--- config.mk ---
export PLATFORM = sky130hd
export DESIGN_NAME = spi_port_pin_logic
export DESIGN_NICKNAME = d
export VERILOG_FILES = /design/src/spi_port_pin_logic.v
export VERILOG_INCLUDE_DIRS = /design/src /design/src/pkg
export SDC_FILE = /design/constraint.sdc
export NUM_CORES = 1
export LEC_CHECK = 0
export ABC_AREA = 0
export BUFFER_PORTS_ARGS = -buffer_cell sky130_fd_sc_hd__buf_4
export CAP_MARGIN = 40
export CORE_AREA = 4 4 122 124
export CTS_CLUSTER_SIZE = 20
export DETAILED_ROUTE_END_ITERATION = 10
export DIE_AREA = 0 0 126 128
export GPL_ROUTABILITY_DRIVEN = 0
export HOLD_SLACK_MARGIN = 0.03
export PLACE_DENSITY_LB_ADDON = 0.3
export SKIP_CTS_REPAIR_TIMING = 1
export SYNTH_ARGS = -nofsm -noshare
export SYNTH_HDL_FRONTEND = slang
export SYNTH_HIERARCHICAL = 1
export SYNTH_SLANG_ARGS = --single-unit
--- constraint.sdc ---
create_clock -name sys_clk -period 2.6 [get_ports sys_clk]
set_clock_uncertainty 0.2 [all_clocks]
set_input_delay 0.52 -clock sys_clk [delete_from_list [all_inputs] [get_ports sys_clk]]
set_output_delay 0.52 -clock sys_clk [all_outputs]
set_load 0.03 [all_outputs]
--- src/pkg/spi_port_map.vh ---
// Constants for the SPI port pin logic.
`ifndef SPI_PORT_MAP_VH
`define SPI_PORT_MAP_VH
`define SPI_WORD_BITS 8
`define SPI_FIFO_DEPTH 4
`define SPI_DIV_DEFAULT 8'h04
`define SPI_CTRL_CPOL 0
`define SPI_CTRL_CPHA 1
`define SPI_CTRL_MASTER 2
`define SPI_CTRL_ENABLE 3
`define SPI_CTRL_OPEN_DRAIN 4
`define SPI_CTRL_SLAVE_OUT_DISABLE 5
`define SPI_CTRL_RESET 6'h00
`endif

--- src/spi_port_pin_logic.v ---
// SPI port pin logic: master or slave engine with a receive FIFO.
// Functional notes
// - Master drives the serial clock and sets the rate; slave never drives it.
// - One serial clock cycle per bit transferred.
// - Serial clock toggles only during a word, idle otherwise.
// - As slave, clock edges are ignored while the select input is high.
// - Data launched on one clock edge, captured on the opposite edge.
// - Software sets clock polarity and phase, which choose the transfer format.
// - Select input is active low and acts as a chip select.
// - As master, a low select input flags a multimaster error.
// - Master drives MOSI; slave receives on MOSI.
// - Master receives on MISO; slave drives MISO.
// - With open drain selected, MISO is only ever pulled low.
// - At most one slave transmits on the shared MISO line.
// - With slave out disabled, the slave never drives MISO.
// - Clock, MOSI and MISO stay undriven in and after reset until configured.
`timescale 1ns/1ps
`default_nettype none
`include "spi_port_map.vh"

// ----------------------------------------------------------------
// Receive FIFO
// ----------------------------------------------------------------
module spi_rx_fifo #(
   parameter WIDTH = 8,
   parameter DEPTH = 4,
   parameter AW = 2
) (
   // Clock and reset
   input wire sys_clk,
   input wire reset,
   // Fill side
   input wire in_valid,
   output wire in_ready,
   input wire [WIDTH-1:0] in_data,
   // Drain side
   output wire out_valid,
   input wire out_ready,
   output wire [WIDTH-1:0] out_data
);
   reg [WIDTH-1:0] mem [0:DEPTH-1];
   reg [AW-1:0] wr_ptr;
   reg [AW-1:0] rd_ptr;
   reg [AW:0] count;
   wire push;
   wire pop;
   assign in_ready = (count != DEPTH[AW:0]);
   assign out_valid = (count != {(AW+1){1'b0}});
   assign out_data = mem[rd_ptr];
   assign push = in_valid && in_ready;
   assign pop = out_valid && out_ready;
   always @(posedge sys_clk) begin
      if (push) begin
         mem[wr_ptr] <= in_data;
      end
      if (reset) begin
         wr_ptr <= {AW{1'b0}};
         rd_ptr <= {AW{1'b0}};
         count <= {(AW+1){1'b0}};
      end else begin
         if (push) begin
            wr_ptr <= (wr_ptr == DEPTH[AW-1:0] - 1'b1) ? {AW{1'b0}} : wr_ptr + 1'b1;
         end
         if (pop) begin
            rd_ptr <= (rd_ptr == DEPTH[AW-1:0] - 1'b1) ? {AW{1'b0}} : rd_ptr + 1'b1;
         end
         if (push && !pop) begin
            count <= count + 1'b1;
         end else if (pop && !push) begin
            count <= count - 1'b1;
         end
      end
   end
endmodule // spi_rx_fifo

// ----------------------------------------------------------------
// Port engine
// ----------------------------------------------------------------
module spi_port_pin_logic #(
   parameter WORD_BITS = `SPI_WORD_BITS,
   parameter FIFO_DEPTH = `SPI_FIFO_DEPTH
) (
   // Clock and reset
   input wire sys_clk,
   input wire reset,
   // Control register bits
   input wire [5:0] spi_control_register,
   input wire [7:0] clock_divide,
   // Transmit word
   input wire tx_valid,
   input wire [WORD_BITS-1:0] tx_data,
   output reg tx_ready,
   // Received words
   output reg rx_valid,
   input wire rx_ready,
   output reg [WORD_BITS-1:0] rx_data,
   // Status
   output reg busy,
   output reg multimaster_error,
   input wire multimaster_error_clear,
   output reg rx_overrun,
   // Serial clock pin
   input wire serial_clock_pin_in,
   output reg serial_clock_pin_out,
   output reg serial_clock_pin_oe_n,
   // Slave select pin
   input wire slave_select_input_n,
   // MOSI pin
   input wire mosi_in,
   output reg mosi_out,
   output reg mosi_oe_n,
   // MISO pin
   input wire miso_in,
   output reg miso_out,
   output reg miso_oe_n
);
   localparam BW = 5;
   localparam IDLE = 2'b00;
   localparam RUN = 2'b01;
   localparam DONE = 2'b10;

   wire cpol = spi_control_register[`SPI_CTRL_CPOL];
   wire cpha = spi_control_register[`SPI_CTRL_CPHA];
   wire is_master = spi_control_register[`SPI_CTRL_MASTER];
   wire enable = spi_control_register[`SPI_CTRL_ENABLE];
   wire open_drain_select = spi_control_register[`SPI_CTRL_OPEN_DRAIN];
   wire slave_out_disable = spi_control_register[`SPI_CTRL_SLAVE_OUT_DISABLE];

   // ----------------------------------------------------------------
   // Pin synchronisers
   // ----------------------------------------------------------------
   reg [1:0] sck_sync;
   reg [1:0] ss_sync;
   reg [1:0] mosi_sync;
   reg [1:0] miso_sync;
   reg sck_prev;
   always @(posedge sys_clk) begin
      if (reset) begin
         // The pins idle high on their pull-ups, so no false edge follows reset.
         sck_sync <= 2'b11;
         ss_sync <= 2'b11;
         mosi_sync <= 2'b11;
         miso_sync <= 2'b11;
         sck_prev <= 1'b1;
      end else begin
         sck_sync <= {sck_sync[0], serial_clock_pin_in};
         ss_sync <= {ss_sync[0], slave_select_input_n};
         mosi_sync <= {mosi_sync[0], mosi_in};
         miso_sync <= {miso_sync[0], miso_in};
         sck_prev <= sck_sync[1];
      end
   end
   // With polarity zero the leading edge rises; polarity one flips the sense.
   wire sck_lead = (sck_sync[1] != sck_prev) && ((sck_sync[1] ^ cpol) == 1'b1);
   wire sck_trail = (sck_sync[1] != sck_prev) && ((sck_sync[1] ^ cpol) == 1'b0);
   wire selected = !ss_sync[1];

   // ----------------------------------------------------------------
   // Shift engine
   // ----------------------------------------------------------------
   reg [1:0] state;
   reg [WORD_BITS-1:0] shifter;
   reg [BW-1:0] bit_count;
   reg [7:0] div_count;
   reg phase;
   reg sample_bit;
   reg miso_bit;
   reg [WORD_BITS-1:0] done_word;
   reg done_pulse;
   wire fifo_in_ready;
   wire fifo_out_valid;
   wire [WORD_BITS-1:0] fifo_out_data;
   wire tick = (div_count == 8'h00);
   wire out_bit = shifter[WORD_BITS-1];

   always @(posedge sys_clk) begin
      if (reset || !enable) begin
         state <= IDLE;
         shifter <= {WORD_BITS{1'b0}};
         bit_count <= {BW{1'b0}};
         div_count <= 8'h00;
         phase <= 1'b0;
         sample_bit <= 1'b0;
         done_word <= {WORD_BITS{1'b0}};
         done_pulse <= 1'b0;
         tx_ready <= 1'b0;
         busy <= 1'b0;
         serial_clock_pin_out <= 1'b0;
         mosi_out <= 1'b1;
         miso_bit <= 1'b1;
      end else begin
         done_pulse <= 1'b0;
         tx_ready <= 1'b0;
         if (is_master) begin
            if (state == IDLE) begin
               serial_clock_pin_out <= cpol;
            end
            case (state)
               IDLE: begin
                  busy <= 1'b0;
                  if (tx_valid && !tx_ready) begin
                     tx_ready <= 1'b1;
                     shifter <= tx_data;
                     bit_count <= WORD_BITS[BW-1:0];
                     div_count <= (clock_divide == 8'h00) ? 8'h01 : clock_divide;
                     phase <= 1'b0;
                     busy <= 1'b1;
                     state <= RUN;
                     // Phase 0 launches first bit before the leading edge.
                     if (!cpha) begin
                        mosi_out <= tx_data[WORD_BITS-1];
                     end
                  end
               end
               RUN: begin
                  div_count <= tick ? ((clock_divide == 8'h00) ? 8'h01 : clock_divide)
                     : div_count - 8'h01;
                  if (tick) begin
                     phase <= !phase;
                     serial_clock_pin_out <= !serial_clock_pin_out;
                     if (!phase) begin
                        if (cpha) begin
                           mosi_out <= out_bit;
                        end else begin
                           sample_bit <= miso_sync[1];
                        end
                     end else begin
                        if (cpha) begin
                           shifter <= {shifter[WORD_BITS-2:0], miso_sync[1]};
                        end else begin
                           shifter <= {shifter[WORD_BITS-2:0], sample_bit};
                           mosi_out <= shifter[WORD_BITS-2];
                        end
                        bit_count <= bit_count - 1'b1;
                        if (bit_count == {{(BW-1){1'b0}}, 1'b1}) begin
                           state <= DONE;
                        end
                     end
                  end
               end
               DONE: begin
                  done_word <= shifter;
                  done_pulse <= 1'b1;
                  state <= IDLE;
               end
               default: begin
                  state <= IDLE;
               end
            endcase
         end else begin
            // Slave ignores the clock while deselected.
            if (!selected) begin
               state <= IDLE;
               bit_count <= {BW{1'b0}};
               busy <= 1'b0;
               if (tx_valid && !tx_ready) begin
                  tx_ready <= 1'b1;
                  shifter <= tx_data;
                  miso_bit <= tx_data[WORD_BITS-1];
               end
            end else begin
               busy <= 1'b1;
               // Capture on leading edge, launch on trailing (phase 0).
               if ((!cpha && sck_lead) || (cpha && sck_trail)) begin
                  shifter <= {shifter[WORD_BITS-2:0], mosi_sync[1]};
                  if (bit_count == WORD_BITS[BW-1:0] - 1'b1) begin
                     done_word <= {shifter[WORD_BITS-2:0], mosi_sync[1]};
                     done_pulse <= 1'b1;
                     bit_count <= {BW{1'b0}};
                  end else begin
                     bit_count <= bit_count + 1'b1;
                  end
               end
               if ((!cpha && sck_trail) || (cpha && sck_lead)) begin
                  miso_bit <= out_bit;
               end
            end
         end
      end
   end

   // ----------------------------------------------------------------
   // Pin drivers
   // ----------------------------------------------------------------
   always @(posedge sys_clk) begin
      if (reset || !enable) begin
         serial_clock_pin_oe_n <= 1'b1;
         mosi_oe_n <= 1'b1;
         miso_oe_n <= 1'b1;
         miso_out <= 1'b1;
      end else begin
         // Only the master drives the clock.
         serial_clock_pin_oe_n <= !is_master;
         mosi_oe_n <= !is_master;
         // Drive MISO only while selected as slave.
         miso_out <= miso_bit;
         miso_oe_n <= !(!is_master && selected && !slave_out_disable
            && (!open_drain_select || !miso_bit));
      end
   end

   // ----------------------------------------------------------------
   // Multimaster error and receive path
   // ----------------------------------------------------------------
   always @(posedge sys_clk) begin
      if (reset) begin
         multimaster_error <= 1'b0;
         rx_overrun <= 1'b0;
      end else begin
         if (enable && is_master && selected) begin
            multimaster_error <= 1'b1;
         end else if (multimaster_error_clear) begin
            multimaster_error <= 1'b0;
         end
         if (done_pulse && !fifo_in_ready) begin
            rx_overrun <= 1'b1;
         end else if (multimaster_error_clear) begin
            rx_overrun <= 1'b0;
         end
      end
   end

   spi_rx_fifo #(
      .WIDTH(WORD_BITS),
      .DEPTH(FIFO_DEPTH),
      .AW(2)
   ) rx_fifo (
      .sys_clk(sys_clk),
      .reset(reset),
      .in_valid(done_pulse),
      .in_ready(fifo_in_ready),
      .in_data(done_word),
      .out_valid(fifo_out_valid),
      .out_ready(rx_ready && rx_valid),
      .out_data(fifo_out_data)
   );

   // Registered outputs lag the FIFO head by a cycle; a pop waits for refresh.
   always @(posedge sys_clk) begin
      if (reset) begin
         rx_valid <= 1'b0;
         rx_data <= {WORD_BITS{1'b0}};
      end else if (rx_ready && rx_valid) begin
         rx_valid <= 1'b0;
      end else begin
         rx_valid <= fifo_out_valid;
         rx_data <= fifo_out_data;
      end
   end
endmodule // spi_port_pin_logic
`default_nettype wire

* After elaboration in Yosys (flattened, before gate mapping) *
Memory sizes are Yosys's and may differ from the RTL's. A register that Yosys moved wholly into a read port is not among the register bits.
Index checks and enable logic that the tools add are counted.

word-level totals
  register bits after elaboration = 61
  bits in writable memories = 32
  bits of input ports = 31
  word-level logic and storage cells = 191
  memories kept = 1

cells by class
  add/subtract/negate cells = 7
  equality and inequality tests = 22
  multiplexer cells = 69
  bitwise logic cells = 5
  reductions and logical operators = 60

memories
  memory       depth  bits a word  read ports  clocked after memory_dff  write ports  RTL line                 text
  rx_fifo.mem  4      8            1           1                         1            spi_port_pin_logic.v:41  reg [WIDTH-1:0] mem [0:DEPTH-1];

operators with widths
  kind                   count
  $mux W8                14
  $mux W5                7
  $mux W1                32
  $pmux W8 S2            2
  $logic_and A1 B1 Y1    18
  $ne A3 B3 Y1 const B   6
  $logic_not A8 Y1       2
  $mux W2                8
  $reduce_bool A2 Y1     8
  $logic_not A1 Y1       15
  $reduce_and A5 Y1      3
  $reduce_and A4 Y1      3
  $pmux W5 S2            1
  $ne A2 B1 Y1 const B   4
  $sub A8 B1 Y8 const B  1
  $reduce_and A7 Y1      1
  $eq A2 B2 Y1 const B   3
  $mux W3                2
  $ne A2 B2 Y1 const B   3
  $reduce_and A3 Y1      2
  $reduce_bool A3 Y1     2
  $add A5 B1 Y5 const B  1
  $eq A5 B1 Y1 const B   1
  $eq A5 B3 Y1 const B   1
  15 further kinds       23

* Longest topological paths before layout *
  word-level depth = 8
  mapped depth = 9
  depth with buffers taken out = 9

* Cells and area by module *
Netlist, hierarchy kept.

by module, submodules not included
  module              times used  cells each  area each (sq um)
  spi_port_pin_logic  1           365         3130.5
  spi_rx_fifo         1           90          1634.1

* Worst setup path before layout *
No wires, ideal clock.

  kind = in2reg
  start = in rx_ready
  end = reg rx_fifo.count[2]
  data arrival time = 2517 ps
  data required time = 2330 ps
  setup slack = -187 ps
  stages = 9
  cells stage by stage = nand2_1 clkinv_1 o31ai_1 ha_1 inv_1 fa_1 xor2_1 or3_2 a21oi_1

between the ends
  word-level cells in the longest chain between the ends = 5
  elaborated cells between the ends (all ways) = 7

ends and longest elaborated chain
  what                                           RTL line                  text
  start, declared                                spi_port_pin_logic.v:95   input wire rx_ready,
  $logic_and A1 B1 Y1 (*)                        spi_port_pin_logic.v:334  .out_ready(rx_ready && rx_valid),
  $logic_and A1 B1 Y1 (*)                        spi_port_pin_logic.v:51   assign pop = out_valid && out_ready;
  $logic_not A1 Y1                               spi_port_pin_logic.v:67   if (push && !pop) begin
  $logic_and A1 B1 Y1                            spi_port_pin_logic.v:67
  $mux W3 or $reduce_bool A2 Y1 (tied branches)  -
  end signal, assigned                           spi_port_pin_logic.v:59   count <= {(AW+1){1'b0}};
  end signal, assigned                           spi_port_pin_logic.v:68   count <= count + 1'b1;
  end signal, assigned                           spi_port_pin_logic.v:70   count <= count - 1'b1;
  end, declared                                  spi_port_pin_logic.v:44   reg [AW:0] count;

Every way passes the cells marked *; elsewhere a longest branch is shown, timed or not.
A chain may end at the register's enable or synchronous reset.

* Worst setup path in the final report *
  start = reg rx_fifo.count[0]
  end = reg rx_fifo.count[2]

between the ends
  word-level cells in the longest chain between the ends = 5
  elaborated cells between the ends (all ways) = 13

ends and longest elaborated chain
  what                                 RTL line                  text
  $ne A3 B3 Y1 (*)                     spi_port_pin_logic.v:47   assign in_ready = (count != DEPTH[AW:0]);
  via fifo_in_ready                    spi_port_pin_logic.v:170  wire fifo_in_ready;
  $logic_and A1 B1 Y1 (*)              spi_port_pin_logic.v:50   assign push = in_valid && in_ready;
  via rx_fifo.push                     spi_port_pin_logic.v:45   wire push;
  $logic_not A1 Y1                     spi_port_pin_logic.v:69   end else if (pop && !push) begin
  $logic_and A1 B1 Y1                  spi_port_pin_logic.v:69
  $reduce_bool A2 Y1 (no source line)  -

The timed path passes the listed nets; every way through them passes the cells marked *. The select of a mux whose other input is x is not followed.

==> run_results.csv <==
group,metric,value,unit
clocking,clock_sinks,103,
drt,vias,3513,
layout,stdcell_count,689,
pwr,total_power,0.00328,W
drt,route.detailed.drc,0,
worst_setup_path,cp.required,2.67,ns
layout,multiInputGateArea,2200,µm²
sta,max_frequency,407,MHz
worst_setup_path,crit_path_top_delay_cell,"dfxtp_1",
drt,met3_length,404,µm
global_route,wire_length_of_the_first_global_routing_pass,17500,µm
synthesis,synth-edff-count,32,
sta,setup_violations,0,
flow_run,drv_cap,0,
drt,drt-total-wl,10500,µm
drt,routedWlPerCell,15.2,µm
synthesis,synth_flop_cell,"dfxtp_1",
synthesis,yosysWarningCount,6,
pwr,max-vdd-ir-drop,0.266,mV
global_route,grt.overflow.total,0,
clocking,cts_max_path_buffers,2,
status,outcome,"completed",
sta,final_hold_viol_count,0,
layout,sequential_cell_area,2380,µm²
floorplanning,io-pin-count,50,
drt,routed-wl-met2,5420,µm
floorplanning,start_util,0.346,
global_route,first_global_vias,3483,
floorplanning,number_of_placement_rows,43,
synthesis,synth-seq-area-share,0.500,
worst_setup_path,worst-endpoint-arrival,2.52,ns
synthesis,synthesis.instances,455,
synthesis,async_reset_ff_frac,0,
layout,flow.area_growth_from_synthesis,18.6,%
layout,final_cell_mix,"dfxtp_1, buf_4, a21oi_1",
floorplanning,die-height,128,µm
worst_setup_path,worst_setup_path_end_kind,"flop",
layout,drive_above_1_share,0.259,
worst_hold_path,worst_hold_path_type,"in2reg",
global_route,antenna_found_initial,0,
drt,detailed_route_vias_per_instance,5.10,
worst_setup_path,start_kind,"flop",
drt,routed.top_layer,"met4",
floorplanning,floorplan.core_area,13800,µm²
clocking,clkLatencyLatePin,0.34,ns
global_route,track_usage,0.134,
drt,drt-met1-wl,4620,µm
layout,final_net_count,547,
global_route,grt_start_max_net_pins,32,
pwr,leakagePower,2.18,nW
worst_setup_path,critical_path.cell_chain,"or3b_4 > and2_4 > ha_2 > inv_1 > fa_1 > xor2_1 > or3_2 > a21oi_1",
sta,post-route-min-period,2.45,ns
placed_design,dp_slack,0.0289,ns
placed_design,place_inst,673,
placed_design,placement.io_buffers,49,
clocking,cts_tree,"done",
synthesis,syn_nets,498,
drt,ant_nets,0,
placed_design,dp_hpwl,7440,µm
sta,min_period_over_period,0.944,
pwr,power_density,581,nW/µm²
placed_design,placed_cell_area,5370,µm²
sta,slew_headroom,0.604,
clocking,ctsHtreeMaxLevel,3,
clocking,cts_inserted_buffers,9,
drt,detailedRoute.firstIterationViolations,307,
worst_setup_path,crit_type,"reg2reg",
sta,max_slew.worst_pin.slew,0.593,ns
sta,final_setup_margin,0.145,ns
layout,layout.filler_cells,1377,
floorplanning,die_area,16100,µm²
synthesis,synth.distinct_cells,66,
synthesis,syn_avg_cell_area,10.5,µm²
clocking,cts_root_buffer,"clkbuf_16",
layout,num_antenna_cells,0,
sta,max_transition_viols_final,0,
layout,finished_cell_area,5650,µm²
clocking,clkSlewWorstSetupHoldPaths,0.07,ns
synthesis,mappedNetlistArea,4760,µm²
drt,first_pass_iters,4,
worst_setup_path,cp_max_fo,7,
layout,final_common_cell,"dfxtp_1",
floorplanning,die_x,126,µm
sta,final.hold.worst_slack,0.156,ns
synthesis,number_of_flip_flops_and_latches_in_the_synthesized_netlist,103,
worst_setup_path,critical_path.max_stage_delay,0.44,ns
## final cells by class
cell class,instances,area share
Clock inverter,7,0.00974
Tap cell,180,0.0398
Sequential cell,103,0.422
Multi-Input combinational cell,309,0.389
Inverter,12,0.00819
Clock buffer,9,0.0398
Timing Repair Buffer,69,0.0917
## sequential cells by signal, summed over array words and instances, names as in the netlist, 2 cells and up, named ones only
register        cells
rx_data             8
miso_sync           2
ss_sync             2
state               2
sck_sync            2
rx_fifo/count       3
div_count           8
rx_fifo/wr_ptr      2
mosi_sync           2
rx_fifo/rd_ptr      2
done_word           8
bit_count           5
shifter             8
rx_fifo/mem        32
## path summary, 6_finish.rpt
path | start | end | slack, ns | depth (start not counted)
setup / recovery | rx_fifo/count[0] | rx_fifo/count[2] | 0.15 | 8
hold / removal | miso_in | miso_sync[0] | 0.16 | 2
setup reg to reg | rx_fifo/count[0] | rx_fifo/count[2] | 0.15 | 8
hold reg to reg | ss_sync[0] | ss_sync[1] | 0.21 | 1
## stage by stage
stage          setup TNS (ns)  utilization
2_1_floorplan               0            -
3_3_place_gp                0        0.390
3_5_place_dp                0        0.390
4_1_cts                     0        0.410
5_1_grt             -0.000814        0.410
6_report                    0        0.410
## power breakdown
part	switching, W	total, W	internal [W]
clock network	0.000599	0.00126	0.000659
registers	0.0000336	0.00171	0.00168
logic	0.000167	0.000310	0.000143
total	0.000800	0.00328	0.00248
## cell usage after synthesis (2+ instances only)
cell       n  area share
a211oi_1  12       0.019
a21o_1     2      0.0032
a21o_2     2      0.0037
a21oi_1   43       0.045
a22o_1     2      0.0037
a22oi_1    2      0.0032
a311oi_1   3      0.0055
a31oi_1    3      0.0039
and2_1     3      0.0039
and3_2     5      0.0079
buf_1      6      0.0047
buf_2      4      0.0042
buf_6      3      0.0071
clkbuf_1  15       0.012
clkbuf_2   2      0.0021
dfxtp_1   71        0.30
edfxtp_1  32        0.20
ha_1      11       0.029
inv_1     11      0.0087
mux2_2     2      0.0047
mux2i_1   16       0.034
mux4_2     8       0.038
nand2_1   33       0.026
nand2b_1  11       0.014
nand3_1    7      0.0074
nand3b_1   3      0.0047
nor2_1    26       0.020
nor2b_1    4      0.0053
nor3_1    20       0.021
nor3b_1    4      0.0063
nor4_1     4      0.0053
o211a_1    7       0.015
o211ai_1   2      0.0032
o21ai_0   24       0.025
o221a_2    2      0.0047
o221ai_1   2      0.0037
or2_2     11       0.014
or3_1      3      0.0039
or3_2      2      0.0032
or4_1      4      0.0063
xnor2_1    2      0.0037
xor2_1     2      0.0037
## layer usage
layer,vias to the layer above,global-route usage
li1,1767,-
met3,2,0.0321
met5,-,0
met4,0,0.0315
met1,1678,0.169
met2,66,0.234
## worst max-delay path: cells and delay by family (launching register included)
family / cells / cell delay (ns)
simple gates: 3 / 0.77
xor+xnor: 1 / 0.15
flops: 1 / 0.44
buf+inv: 1 / 0.06
fa+ha+maj: 2 / 0.62
compound gates: 1 / 0.14
## cells by family (layout without fill, tap and decap cells)
group	Yosys count	in the layout	synth area share
mux	27	27	0.0793
simple gates	147	147	0.165
compound gates	119	119	0.174
xor+xnor	4	4	0.00735
fa+ha+maj	12	12	0.0331
buf+inv	43	97	0.0410
flops	103	103	0.500
Power figures use the tool's default switching activity.
